`src/logic/ext_reg_pkg.sv`:
```
// shared constants and types for the external regulator control block
package ext_reg_pkg;

	// register byte offsets on the apb slave
	localparam logic [7:0] off_mode_ctrl = 8'h00;
	localparam logic [7:0] off_hardware_control   = 8'h04;
	localparam logic [7:0] off_status    = 8'h08;
	localparam logic [7:0] off_fault     = 8'h0c;

	// field positions in hardware_control and the fault register
	localparam int bit_ls_sel = 0;
	localparam int bit_fault  = 0;
	localparam int mode_width = 4;

	// system modes reported by the mode controller
	typedef enum logic [2:0] {
		mode_init,
		mode_normal,
		mode_stop,
		mode_sleep,
		mode_restart,
		mode_fail_safe
	} sys_mode_t;

	// regulator configuration, chosen once per power cycle
	typedef enum logic [1:0] {
		cfg_none,
		cfg_standalone,
		cfg_load_share
	} cfg_t;

	// mode_supply_control layout, low bits of the word
	typedef struct packed {
		logic stop_keep;
		logic keep_on;
		logic vsel;
		logic sa_on;
	} mode_ctrl_t;

	// supply_status_two layout
	typedef struct packed {
		logic [23:0] rsvd;
		cfg_t        cfg;
		logic        sel_3v3;
		logic        lp;
		logic        hp;
		logic        en;
		logic        uv;
		logic        oc;
	} status_t;

	// values after reset
	localparam mode_ctrl_t rst_mode_ctrl = 4'h0;

endpackage

```
`src/logic/ext_reg_cfg_if.sv`:
```
// signals between the register front end and the configuration lock
`timescale 1ns/1ns
interface ext_reg_cfg_if;
	import ext_reg_pkg::*;
	logic sa_write;
	logic sa_value;
	logic ls_write;
	logic ls_value;
	logic fault_clr;
	logic soft_reset;
	cfg_t cfg;
	logic fault;
	modport ctrl (output sa_write, sa_value, ls_write, ls_value, fault_clr, soft_reset,
		input cfg, fault);
	modport lock (input sa_write, sa_value, ls_write, ls_value, fault_clr, soft_reset,
		output cfg, fault);
endinterface

```
`src/logic/ext_reg_cfg_lock.sv`:
```
// one-time configuration lock and the serial access fault flag
`timescale 1ns/1ns
module ext_reg_cfg_lock
	import ext_reg_pkg::*;
(
	// clock and power-on reset
	input wire logic    pclk,
	input wire logic    presetn,
	// front end side
	ext_reg_cfg_if.lock cfg_bus
);
	cfg_t cfg;
	logic fault;
	cfg_t next_cfg;
	logic next_fault;

	// stand-alone wins when both selections arrive together
	wire take_sa = cfg_bus.sa_write & cfg_bus.sa_value & (cfg == cfg_none);
	wire take_ls = cfg_bus.ls_write & cfg_bus.ls_value & (cfg == cfg_none) & !take_sa;
	// only a locked load-share setup reports change attempts
	wire change_try = (cfg == cfg_load_share) &
		((cfg_bus.ls_write & !cfg_bus.ls_value) | (cfg_bus.sa_write & cfg_bus.sa_value));

	// first selection locks; nothing but power-on reset unlocks
	assign next_cfg = take_sa ? cfg_standalone : take_ls ? cfg_load_share : cfg;
	// a new attempt wins over a clear in the same cycle
	assign next_fault = change_try | (fault & !(cfg_bus.fault_clr | cfg_bus.soft_reset));

	// soft reset deliberately not used here so the choice survives it
	always_ff @(posedge pclk or negedge presetn) begin
		if (!presetn) begin
			cfg   <= cfg_none;
			fault <= 1'b0;
		end else begin
			cfg   <= next_cfg;
			fault <= next_fault;
		end
	end

	assign cfg_bus.cfg   = cfg;
	assign cfg_bus.fault = fault;

	a_lock_sticky: assert property (@(posedge pclk) disable iff (!presetn)
		(cfg != cfg_none) |=> (cfg == $past(cfg)))
		else $error("locked configuration changed");
	a_fault_on_try: assert property (@(posedge pclk) disable iff (!presetn)
		(cfg == cfg_load_share) && cfg_bus.ls_write && !cfg_bus.ls_value |=> fault)
		else $error("change attempt on load share did not raise fault");
	a_sa_no_fault: assert property (@(posedge pclk) disable iff (!presetn)
		(cfg == cfg_standalone) && !fault |=> !fault)
		else $error("fault raised in stand-alone configuration");
	a_sa_priority: assert property (@(posedge pclk) disable iff (!presetn)
		(cfg == cfg_none) && cfg_bus.sa_write && cfg_bus.sa_value |=> (cfg == cfg_standalone))
		else $error("stand-alone selection not captured first");

endmodule // ext_reg_cfg_lock

```
`src/logic/ext_reg_ctrl.sv`:
```
// external-transistor regulator control: apb registers, mode table, stages, flags
// Behaviour
// - writing the stand-alone on bit in Normal mode selects stand-alone use.
// - setting the load-share bit in hardware_control selects load-sharing use.
// - the first selection locks the configuration for the whole power cycle.
// - the locked configuration survives soft reset; only power-on clears it.
// - stand-alone output is 5.0V when voltage select is 0, 3.3V when 1.
// - voltage select has no effect in load-sharing configuration.
// - on/off follows system mode: off in Init and Fail-Safe, table elsewhere.
// - load-sharing follows the main regulator; host configures it in Normal.
// - low battery switches the regulator off; recovery re-enables it.
// - the keep-on bit keeps the regulator enabled during low battery.
// - load-sharing with stop-keep stays active in Stop mode.
// - regulator status is readable in supply_status_two.
// - in Stop the high-power stage joins above rising, leaves below falling.
// - in Normal only the high-power stage runs.
// - changing a locked load-share setup sets the fault flag; stand-alone does not.
// - stand-alone overcurrent sets a flag, clearable only once it is gone.
// - without stop-keep, Stop disables load sharing but keeps the select set.
// - stand-alone undervoltage sets a flag; load-sharing reports none.
`timescale 1ns/1ns
module ext_reg_ctrl
	import ext_reg_pkg::*;
(
	// clock and power-on reset
	input  wire logic        pclk,
	input  wire logic        presetn,
	// apb slave
	input  wire logic        psel,
	input  wire logic        penable,
	input  wire logic        pwrite,
	input  wire logic [7:0]  paddr,
	input  wire logic [31:0] pwdata,
	output logic [31:0]      prdata,
	output logic             pready,
	output logic             pslverr,
	// device state
	input  wire logic        soft_reset,
	input  sys_mode_t        sys_mode,
	input  wire logic        main_reg_on,
	// analog comparators
	input  wire logic        battery_low,
	input  wire logic        base_current_above_rise,
	input  wire logic        base_current_below_fall,
	input  wire logic        shunt_threshold_hit,
	input  wire logic        ext_reg_uv_detect,
	// regulator controls
	output logic             ext_reg_enable,
	output logic             hp_stage_en,
	output logic             lp_stage_en,
	output logic             ext_reg_sel_3v3,
	output logic             load_share_active,
	output logic             current_limit_en
);
	ext_reg_cfg_if cfg_bus ();

	mode_ctrl_t mode_ctrl;
	mode_ctrl_t next_mode_ctrl;
	logic       oc_flag;
	logic       uv_flag;
	logic       hp_boost;
	logic       next_oc_flag;
	logic       next_uv_flag;
	logic       next_hp_boost;
	logic       next_enable;
	logic       next_hp;
	logic       next_lp;
	status_t    status_word;
	logic [31:0] rd_mux;

	ext_reg_cfg_lock ext_reg_cfg_lock_i (
		.pclk    (pclk),
		.presetn (presetn),
		.cfg_bus (cfg_bus.lock)
	);

	// apb decode; zero wait states so pready is simply high
	wire setup    = psel & !penable;
	wire wr_en    = psel & penable & pwrite;
	wire sel_mode = (paddr == off_mode_ctrl);
	wire sel_hw   = (paddr == off_hardware_control);
	wire sel_stat = (paddr == off_status);
	wire sel_flt  = (paddr == off_fault);
	wire sel_ok   = sel_mode | sel_hw | sel_stat | sel_flt;
	wire wr_mode  = wr_en & sel_mode;
	wire wr_hw    = wr_en & sel_hw;
	wire wr_stat  = wr_en & sel_stat;
	wire wr_flt   = wr_en & sel_flt;
	wire in_normal = (sys_mode == mode_normal);
	wire is_sa    = (cfg_bus.cfg == cfg_standalone);
	wire is_ls    = (cfg_bus.cfg == cfg_load_share);
	mode_ctrl_t wr_mode_val;
	assign wr_mode_val = mode_ctrl_t'(pwdata[mode_width-1:0]);
	assign pready = 1'b1;

	// requests to the lock; the on bit counts only in normal mode
	assign cfg_bus.sa_write   = wr_mode & in_normal;
	assign cfg_bus.sa_value   = wr_mode_val.sa_on;
	assign cfg_bus.ls_write   = wr_hw;
	assign cfg_bus.ls_value   = pwdata[bit_ls_sel];
	assign cfg_bus.fault_clr  = wr_flt & pwdata[bit_fault];
	assign cfg_bus.soft_reset = soft_reset;

	// on bit is frozen outside normal and stays clear once load sharing is locked
	wire sa_on_wr = wr_mode & in_normal & !is_ls;
	always_comb begin
		next_mode_ctrl = mode_ctrl;
		if (soft_reset) begin
			next_mode_ctrl = rst_mode_ctrl;
		end else if (wr_mode) begin
			next_mode_ctrl.vsel      = wr_mode_val.vsel;
			next_mode_ctrl.keep_on   = wr_mode_val.keep_on;
			next_mode_ctrl.stop_keep = wr_mode_val.stop_keep;
			if (sa_on_wr) begin
				next_mode_ctrl.sa_on = wr_mode_val.sa_on;
			end
		end
	end

	// load sharing tracks the main regulator; stop drops it unless kept
	wire ls_mode_on = (in_normal | (sys_mode == mode_restart)) ? main_reg_on :
		(sys_mode == mode_stop) ? (mode_ctrl.stop_keep & main_reg_on) : 1'b0;
	// stand-alone holds its software state in stop, sleep and restart
	wire sa_mode_on = ((sys_mode == mode_init) | (sys_mode == mode_fail_safe)) ? 1'b0 :
		mode_ctrl.sa_on;
	wire cfg_on = is_sa ? sa_mode_on : is_ls ? ls_mode_on : 1'b0;
	// no hysteresis here: the battery comparator already provides it
	wire uv_cut = battery_low & !mode_ctrl.keep_on;
	assign next_enable = cfg_on & !uv_cut;

	// stage selection: low-power modes add a current-driven high-power boost
	wire low_power_mode = (sys_mode == mode_stop) | (sys_mode == mode_sleep);
	assign next_hp_boost = !low_power_mode ? 1'b0 :
		base_current_above_rise ? 1'b1 :
		base_current_below_fall ? 1'b0 : hp_boost;
	assign next_hp = next_enable & (!low_power_mode | next_hp_boost);
	assign next_lp = next_enable & low_power_mode;

	// flags: hardware set wins over a software clear in the same cycle
	wire oc_set = is_sa & shunt_threshold_hit;
	wire oc_clr = (wr_stat & pwdata[0] & !shunt_threshold_hit) | soft_reset;
	wire uv_set = is_sa & ext_reg_enable & ext_reg_uv_detect;
	wire uv_clr = (wr_stat & pwdata[1]) | soft_reset;
	assign next_oc_flag = oc_set | (oc_flag & !oc_clr);
	assign next_uv_flag = uv_set | (uv_flag & !uv_clr);

	// control registers and flags
	always_ff @(posedge pclk or negedge presetn) begin
		if (!presetn) begin
			mode_ctrl <= rst_mode_ctrl;
			oc_flag   <= 1'b0;
			uv_flag   <= 1'b0;
			hp_boost  <= 1'b0;
		end else begin
			mode_ctrl <= next_mode_ctrl;
			oc_flag   <= next_oc_flag;
			uv_flag   <= next_uv_flag;
			hp_boost  <= next_hp_boost;
		end
	end

	// regulator outputs are registered to keep comparator glitches off the pins
	always_ff @(posedge pclk or negedge presetn) begin
		if (!presetn) begin
			ext_reg_enable    <= 1'b0;
			hp_stage_en       <= 1'b0;
			lp_stage_en       <= 1'b0;
			ext_reg_sel_3v3   <= 1'b0;
			load_share_active <= 1'b0;
			current_limit_en  <= 1'b0;
		end else begin
			ext_reg_enable    <= next_enable;
			hp_stage_en       <= next_hp;
			lp_stage_en       <= next_lp;
			ext_reg_sel_3v3   <= is_sa & mode_ctrl.vsel;
			load_share_active <= is_ls & next_enable;
			current_limit_en  <= is_sa;
		end
	end

	// read path; hardware_control reads the locked select, which stays set in stop
	assign status_word = '{rsvd: 24'h0, cfg: cfg_bus.cfg, sel_3v3: ext_reg_sel_3v3,
		lp: lp_stage_en, hp: hp_stage_en, en: ext_reg_enable, uv: uv_flag, oc: oc_flag};
	assign rd_mux = sel_mode ? {28'h0, mode_ctrl} :
		sel_hw   ? {31'h0, is_ls} :
		sel_stat ? status_word :
		sel_flt  ? {31'h0, cfg_bus.fault} : 32'h0;

	// read data and error are sampled in the setup phase, valid in the access phase
	always_ff @(posedge pclk or negedge presetn) begin
		if (!presetn) begin
			prdata  <= 32'h0;
			pslverr <= 1'b0;
		end else if (setup) begin
			prdata  <= pwrite ? 32'h0 : rd_mux;
			pslverr <= !sel_ok;
		end
	end

	a_init_off: assert property (@(posedge pclk) disable iff (!presetn)
		(sys_mode == mode_init) || (sys_mode == mode_fail_safe) |=> !ext_reg_enable)
		else $error("regulator on in init or fail-safe");
	a_uv_cut: assert property (@(posedge pclk) disable iff (!presetn)
		battery_low && !mode_ctrl.keep_on |=> !ext_reg_enable)
		else $error("regulator not cut on low battery");
	a_uv_reenable: assert property (@(posedge pclk) disable iff (!presetn)
		$fell(battery_low) && in_normal && is_sa && mode_ctrl.sa_on |=> ext_reg_enable)
		else $error("regulator not re-enabled after battery recovery");
	a_keep_on: assert property (@(posedge pclk) disable iff (!presetn)
		battery_low && mode_ctrl.keep_on && in_normal && is_sa && mode_ctrl.sa_on
		|=> ext_reg_enable)
		else $error("keep-on did not hold regulator enabled");
	a_ls_stop_off: assert property (@(posedge pclk) disable iff (!presetn)
		is_ls && (sys_mode == mode_stop) && !mode_ctrl.stop_keep
		|=> !ext_reg_enable && is_ls)
		else $error("load sharing not disabled in stop");
	a_ls_stop_keep: assert property (@(posedge pclk) disable iff (!presetn)
		is_ls && (sys_mode == mode_stop) && mode_ctrl.stop_keep && main_reg_on && !uv_cut
		|=> ext_reg_enable && lp_stage_en)
		else $error("stop-keep did not hold load sharing");
	a_vsel_ignored: assert property (@(posedge pclk) disable iff (!presetn)
		is_ls |=> !ext_reg_sel_3v3)
		else $error("voltage select acted in load sharing");
	a_normal_hp: assert property (@(posedge pclk) disable iff (!presetn)
		in_normal && next_enable |=> hp_stage_en && !lp_stage_en)
		else $error("wrong stage in normal mode");
	a_stop_boost: assert property (@(posedge pclk) disable iff (!presetn)
		(sys_mode == mode_stop) && next_enable && base_current_above_rise
		|=> hp_stage_en && lp_stage_en)
		else $error("high-power stage not added in stop");
	a_oc_hold: assert property (@(posedge pclk) disable iff (!presetn)
		oc_flag && shunt_threshold_hit |=> oc_flag)
		else $error("overcurrent flag cleared while active");

endmodule // ext_reg_ctrl

```
`config.mk`:
```
export PLATFORM = sky130hd
export DESIGN_NAME = ext_reg_ctrl
export DESIGN_NICKNAME = d
export VERILOG_FILES = /design/src/logic/ext_reg_pkg.sv /design/src/logic/ext_reg_cfg_if.sv /design/src/logic/ext_reg_cfg_lock.sv /design/src/logic/ext_reg_ctrl.sv
export SDC_FILE = /design/constraint.sdc
export NUM_CORES = 1
export LEC_CHECK = 0
export BUFFER_PORTS_ARGS = -buffer_cell sky130_fd_sc_hd__buf_4
export CORE_MARGIN = 3
export CORE_UTILIZATION = 41
export DETAILED_ROUTE_END_ITERATION = 10
export GPL_ROUTABILITY_DRIVEN = 0
export PLACE_DENSITY = 0.79
export RECOVER_POWER = 25
export SETUP_SLACK_MARGIN = 0.3
export SLEW_MARGIN = 25
export SYNTH_ARGS = -nofsm -noshare
export SYNTH_HDL_FRONTEND = slang
export SYNTH_SLANG_ARGS = --single-unit
```
`constraint.sdc`:
```
create_clock -name pclk -period 2.04 [get_ports pclk]
set_clock_uncertainty 0.2 [all_clocks]
set_input_delay 0.408 -clock pclk [delete_from_list [all_inputs] [get_ports pclk]]
set_output_delay 0.408 -clock pclk [all_outputs]
set_load 0.005 [all_outputs]
```
==> key figures <==
STA
  – Final worst path period share: 91.10%
  – Post-route minimum period: 1.858 ns
  – Max Slew Vio Count: 0
  – Post-route setup slack: 0.1815 ns
  – RSZ-0062 raised after global routing: yes
  – Worst-margin pin slew: 0.6177 ns
  – Final worst hold slack: ~0.090 ns
  – Fmax: 0.5381 GHz
  – Final setup viols: 0
  – Hold Fails Final Rpt: 0
  – Headroom to the max-slew limit: about three fifths

Die
  – Total die area: 4132 um^2
  – Starting Density: 44.17%
  – Die Y: between 60 and 70 um
  – Die X: 64.28 um
  – FP Rows: 20
  – Core ar.: between 3000 and 4000 um^2
  – IO Count: 95

Setup path
  – CP Launch Type: input pin
  – CP Class: in2reg
  – CP max stage delay: 0.52 ns
  – Critical Path Sink: prdata[3]
  – CP startpoint: paddr[5]
  – Endpoint class of the critical path: flop
  – Worst reg2reg endpoint: lp_stage_en
  – CP required: 2.11 ns
  – Slowest-stage cell, CP: or4_4
  – Worst EP arrival: 1.92 ns
  – Worst path most repeated cell: or4_4
  – Flop-to-flop setup slack: 0.32 ns
  – FF-to-FF path depth: 4
  – Worst-path cell chain: buf_6 > or4_4 > or2_4 > or4_4 > o21ai_1
  – Max Fanout on Critical Path: 3
  – Worst reg2reg startpoint: ext_reg_cfg_lock_i.cfg_bus.cfg[0]

Synthesis
  – Synth Area in XOR/XNOR: 0%
  – Flops & latches, synth: 25
  – Top area cells in the synthesized netlist: dfrtp_1 (45%), buf_4 (13%), mux2i_1 (5.8%)
  – Synth warn: 0
  – Synth top area share: 44.92%
  – Synth Flop Type: dfrtp_1
  – Post-synthesis adder-cell area fraction: 0%
  – Cell taking the most area after synthesis: dfrtp_1
  – Largest family of logic cells by synthesized area: simple AND/OR/NAND/NOR gates
  – Number of synthesized flops with an enable pin: 0
  – Post-synthesis compound-gate area fraction: between 10% and 20%
  – Synth Area in Simple Gates: 18.60%
  – Synth cell types: 37
  – Mapped cell area: around 1400 um^2
  – Post-synthesis cell count: around 140
  – Ys async rst share: 100.0%
  – Avg Inst Size Synth: 10.02 um^2
  – Sequential share of the synthesized area: 44.92%
  – Mux contribution to synthesized area: 6.559%

Global route
  – Vias in the first global route: 1169
  – Initial antenna violation count: 0
  – GRT Total Usage: 16.45%
  – Global route total overflow: 0
  – First-pass GRT wire length: 5.299 mm
  – Largest net degree at the start of global routing: 26

Place
  – I/O Buffers: 41
  – Place WS: -0.1945 ns
  – Dpl cells: 227
  – DP HPWL: 2.532 mm

Pwr
  – Pwr Density: 475.2 nW/um^2
  – Static Leakage: approximately 0.9 nW
  – Peak VDD IR: approximately 0.00017 V

Route
  – Total number of vias: 1147
  – Drt pass-1 iters: 4
  – Routed wire length: 3.184 mm
  – Vias per inst: between 4 and 5
  – Post-route ant nets: 0
  – # DRC: 0
  – Routed len/inst: 13.72 um
  – DR iter-0 viols: 53

Final layout
  – Layout Cells excl Fill: 232
  – N_diodes: 0
  – Fin util: 57.66%
  – Synth-to-Final Area Change: 30.55%
  – Nets: between 200 and 250
  – Share of cells above drive strength 1: 35.64%
  – Filler instances: around 300

Clock tree
  – Max Root-Sink Buffers: 2
  – Clock slew at reported path FFs: 0.14 ns
  – CTS sink count: 25
  – Root buf cell: clkbuf_4
  – CTS Buf Count: 3
  – Later-pin clock latency in the skew report: 0.32 ns
  – TritonCTS clock tree: yes
  – H-tree levels: 1

Run status
  – Status: completed

Job
  – Max-cap violations: 0

Min path
  – Hold Crit Class: in2reg
-- state kept, by name, summed over array words and instances (netlist names) --
register,count
prdata,8
mode_ctrl,4
ext_reg_cfg_lock_i.cfg_bus.cfg,2
current_limit_en,1
ext_reg_cfg_lock_i.cfg_bus.fault,1
ext_reg_enable,1
ext_reg_sel_3v3,1
hp_boost,1
hp_stage_en,1
load_share_active,1
lp_stage_en,1
oc_flag,1
pslverr,1
uv_flag,1
-- report_power, final --
| group | switching [mW] | total (mW) | internal [mW] |
|---|---|---|---|
| logic | 0.0694 | 0.130 | 0.0603 |
| registers | 0.00270 | 0.504 | 0.501 |
| clock network | 0.156 | 0.230 | 0.0750 |
-- cell families after synthesis --
group / count (synthesis)
flip-flops: 25
other: 2
buffers and inverters: 33
AO/OA/AOI/OAI: 26
AND/OR/NAND/NOR: 44
multiplexers: 9
-- repair_timing --
action / in CTS / in global routing
pin swaps: 2 / 1
gates resized for setup: 6 / 6
hold endpoints to repair: 25 / 0
setup buffers: 0 / 0
hold buffers: 1 / 0
gates cloned: 0 / 0
setup endpoints to repair: 14 / 14
-- routing by layer --
layer,vias to the layer above,GRT usage [%],share of wire (%)
met2,47,32.09,54
met4,0,6.596,1.4
met3,4,0.8787,6.1
li1,541,-,-
met5,-,0,0
met1,555,18.27,39
-- cell type report --
cell class | instances | area [um^2] | area share, %
multi-input combinational | 104 | 698.2 | 38.40
tap | 44 | 55.05 | 3.028
timing repair buffer | 51 | 394.1 | 21.68
inverter | 4 | 15.01 | 0.8259
clock buffer | 3 | 22.52 | 1.239
clock inverter | 1 | 7.507 | 0.4129
sequential | 25 | 625.6 | 34.41
-- critical path: cells and delay by family --
kind / cells / cell delay [ns]
AO/OA/AOI/OAI: 1 / 0.14
AND/OR/NAND/NOR: 3 / 1.29
buffers and inverters: 1 / 0.09
-- cells in the mapped netlist (3+ instances only) --
| cell | instances |
|---|---|
| buf_4 | 25 |
| o21ai_1 | 3 |
| nor2_1 | 8 |
| inv_1 | 4 |
| a21oi_1 | 4 |
| o21ai_0 | 3 |
| nor2b_1 | 6 |
| nand2b_1 | 6 |
| o41ai_1 | 3 |
| dfrtp_1 | 25 |
| a32o_1 | 4 |
| mux2i_1 | 8 |
| clkbuf_1 | 3 |
| nand2_1 | 9 |
-- per-stage QoR --
stage,power [mW],setup TNS (ns),instance area [um^2]
2_1_floorplan,0.5937,-0.4496,1485
3_3_place_gp,0.6303,-1.182,1705
3_5_place_dp,0.6356,-1.591,1705
4_1_cts,0.8706,0,1778
5_1_grt,0.9227,0,1818
6_report,0.8639,0,1818
-- placed cells by master (no fill, tap or decap), types with 2 or more instances in the layout --
cell type,n
buf_4,46
conb_1,25
dfrtp_1,25
nand2_1,9
nor2_1,8
mux2i_1,8
nor2b_1,6
nand2b_1,6
inv_1,4
a21oi_1,4
a32o_1,4
o21ai_0,3
o21ai_1,3
clkbuf_4,3
buf_6,3
nor3_1,2
a31oi_1,2
or4_4,2
o41ai_2,2
-- worst min-delay path by stage --
stage / startpoint / to / slack [ns] / depth (start not counted)
after detailed placement: presetn / prdata[4] / 0.13 / 1
after global placement: presetn / prdata[4] / 0.12 / 1
after floorplan: presetn / current_limit_en / -0.09 / 0
after CTS: soft_reset / mode_ctrl[2] / 0.08 / 2
after global routing: soft_reset / mode_ctrl[1] / 0.06 / 2
final: soft_reset / mode_ctrl[3] / 0.09 / 2
Power figures use the tool's default switching activity.
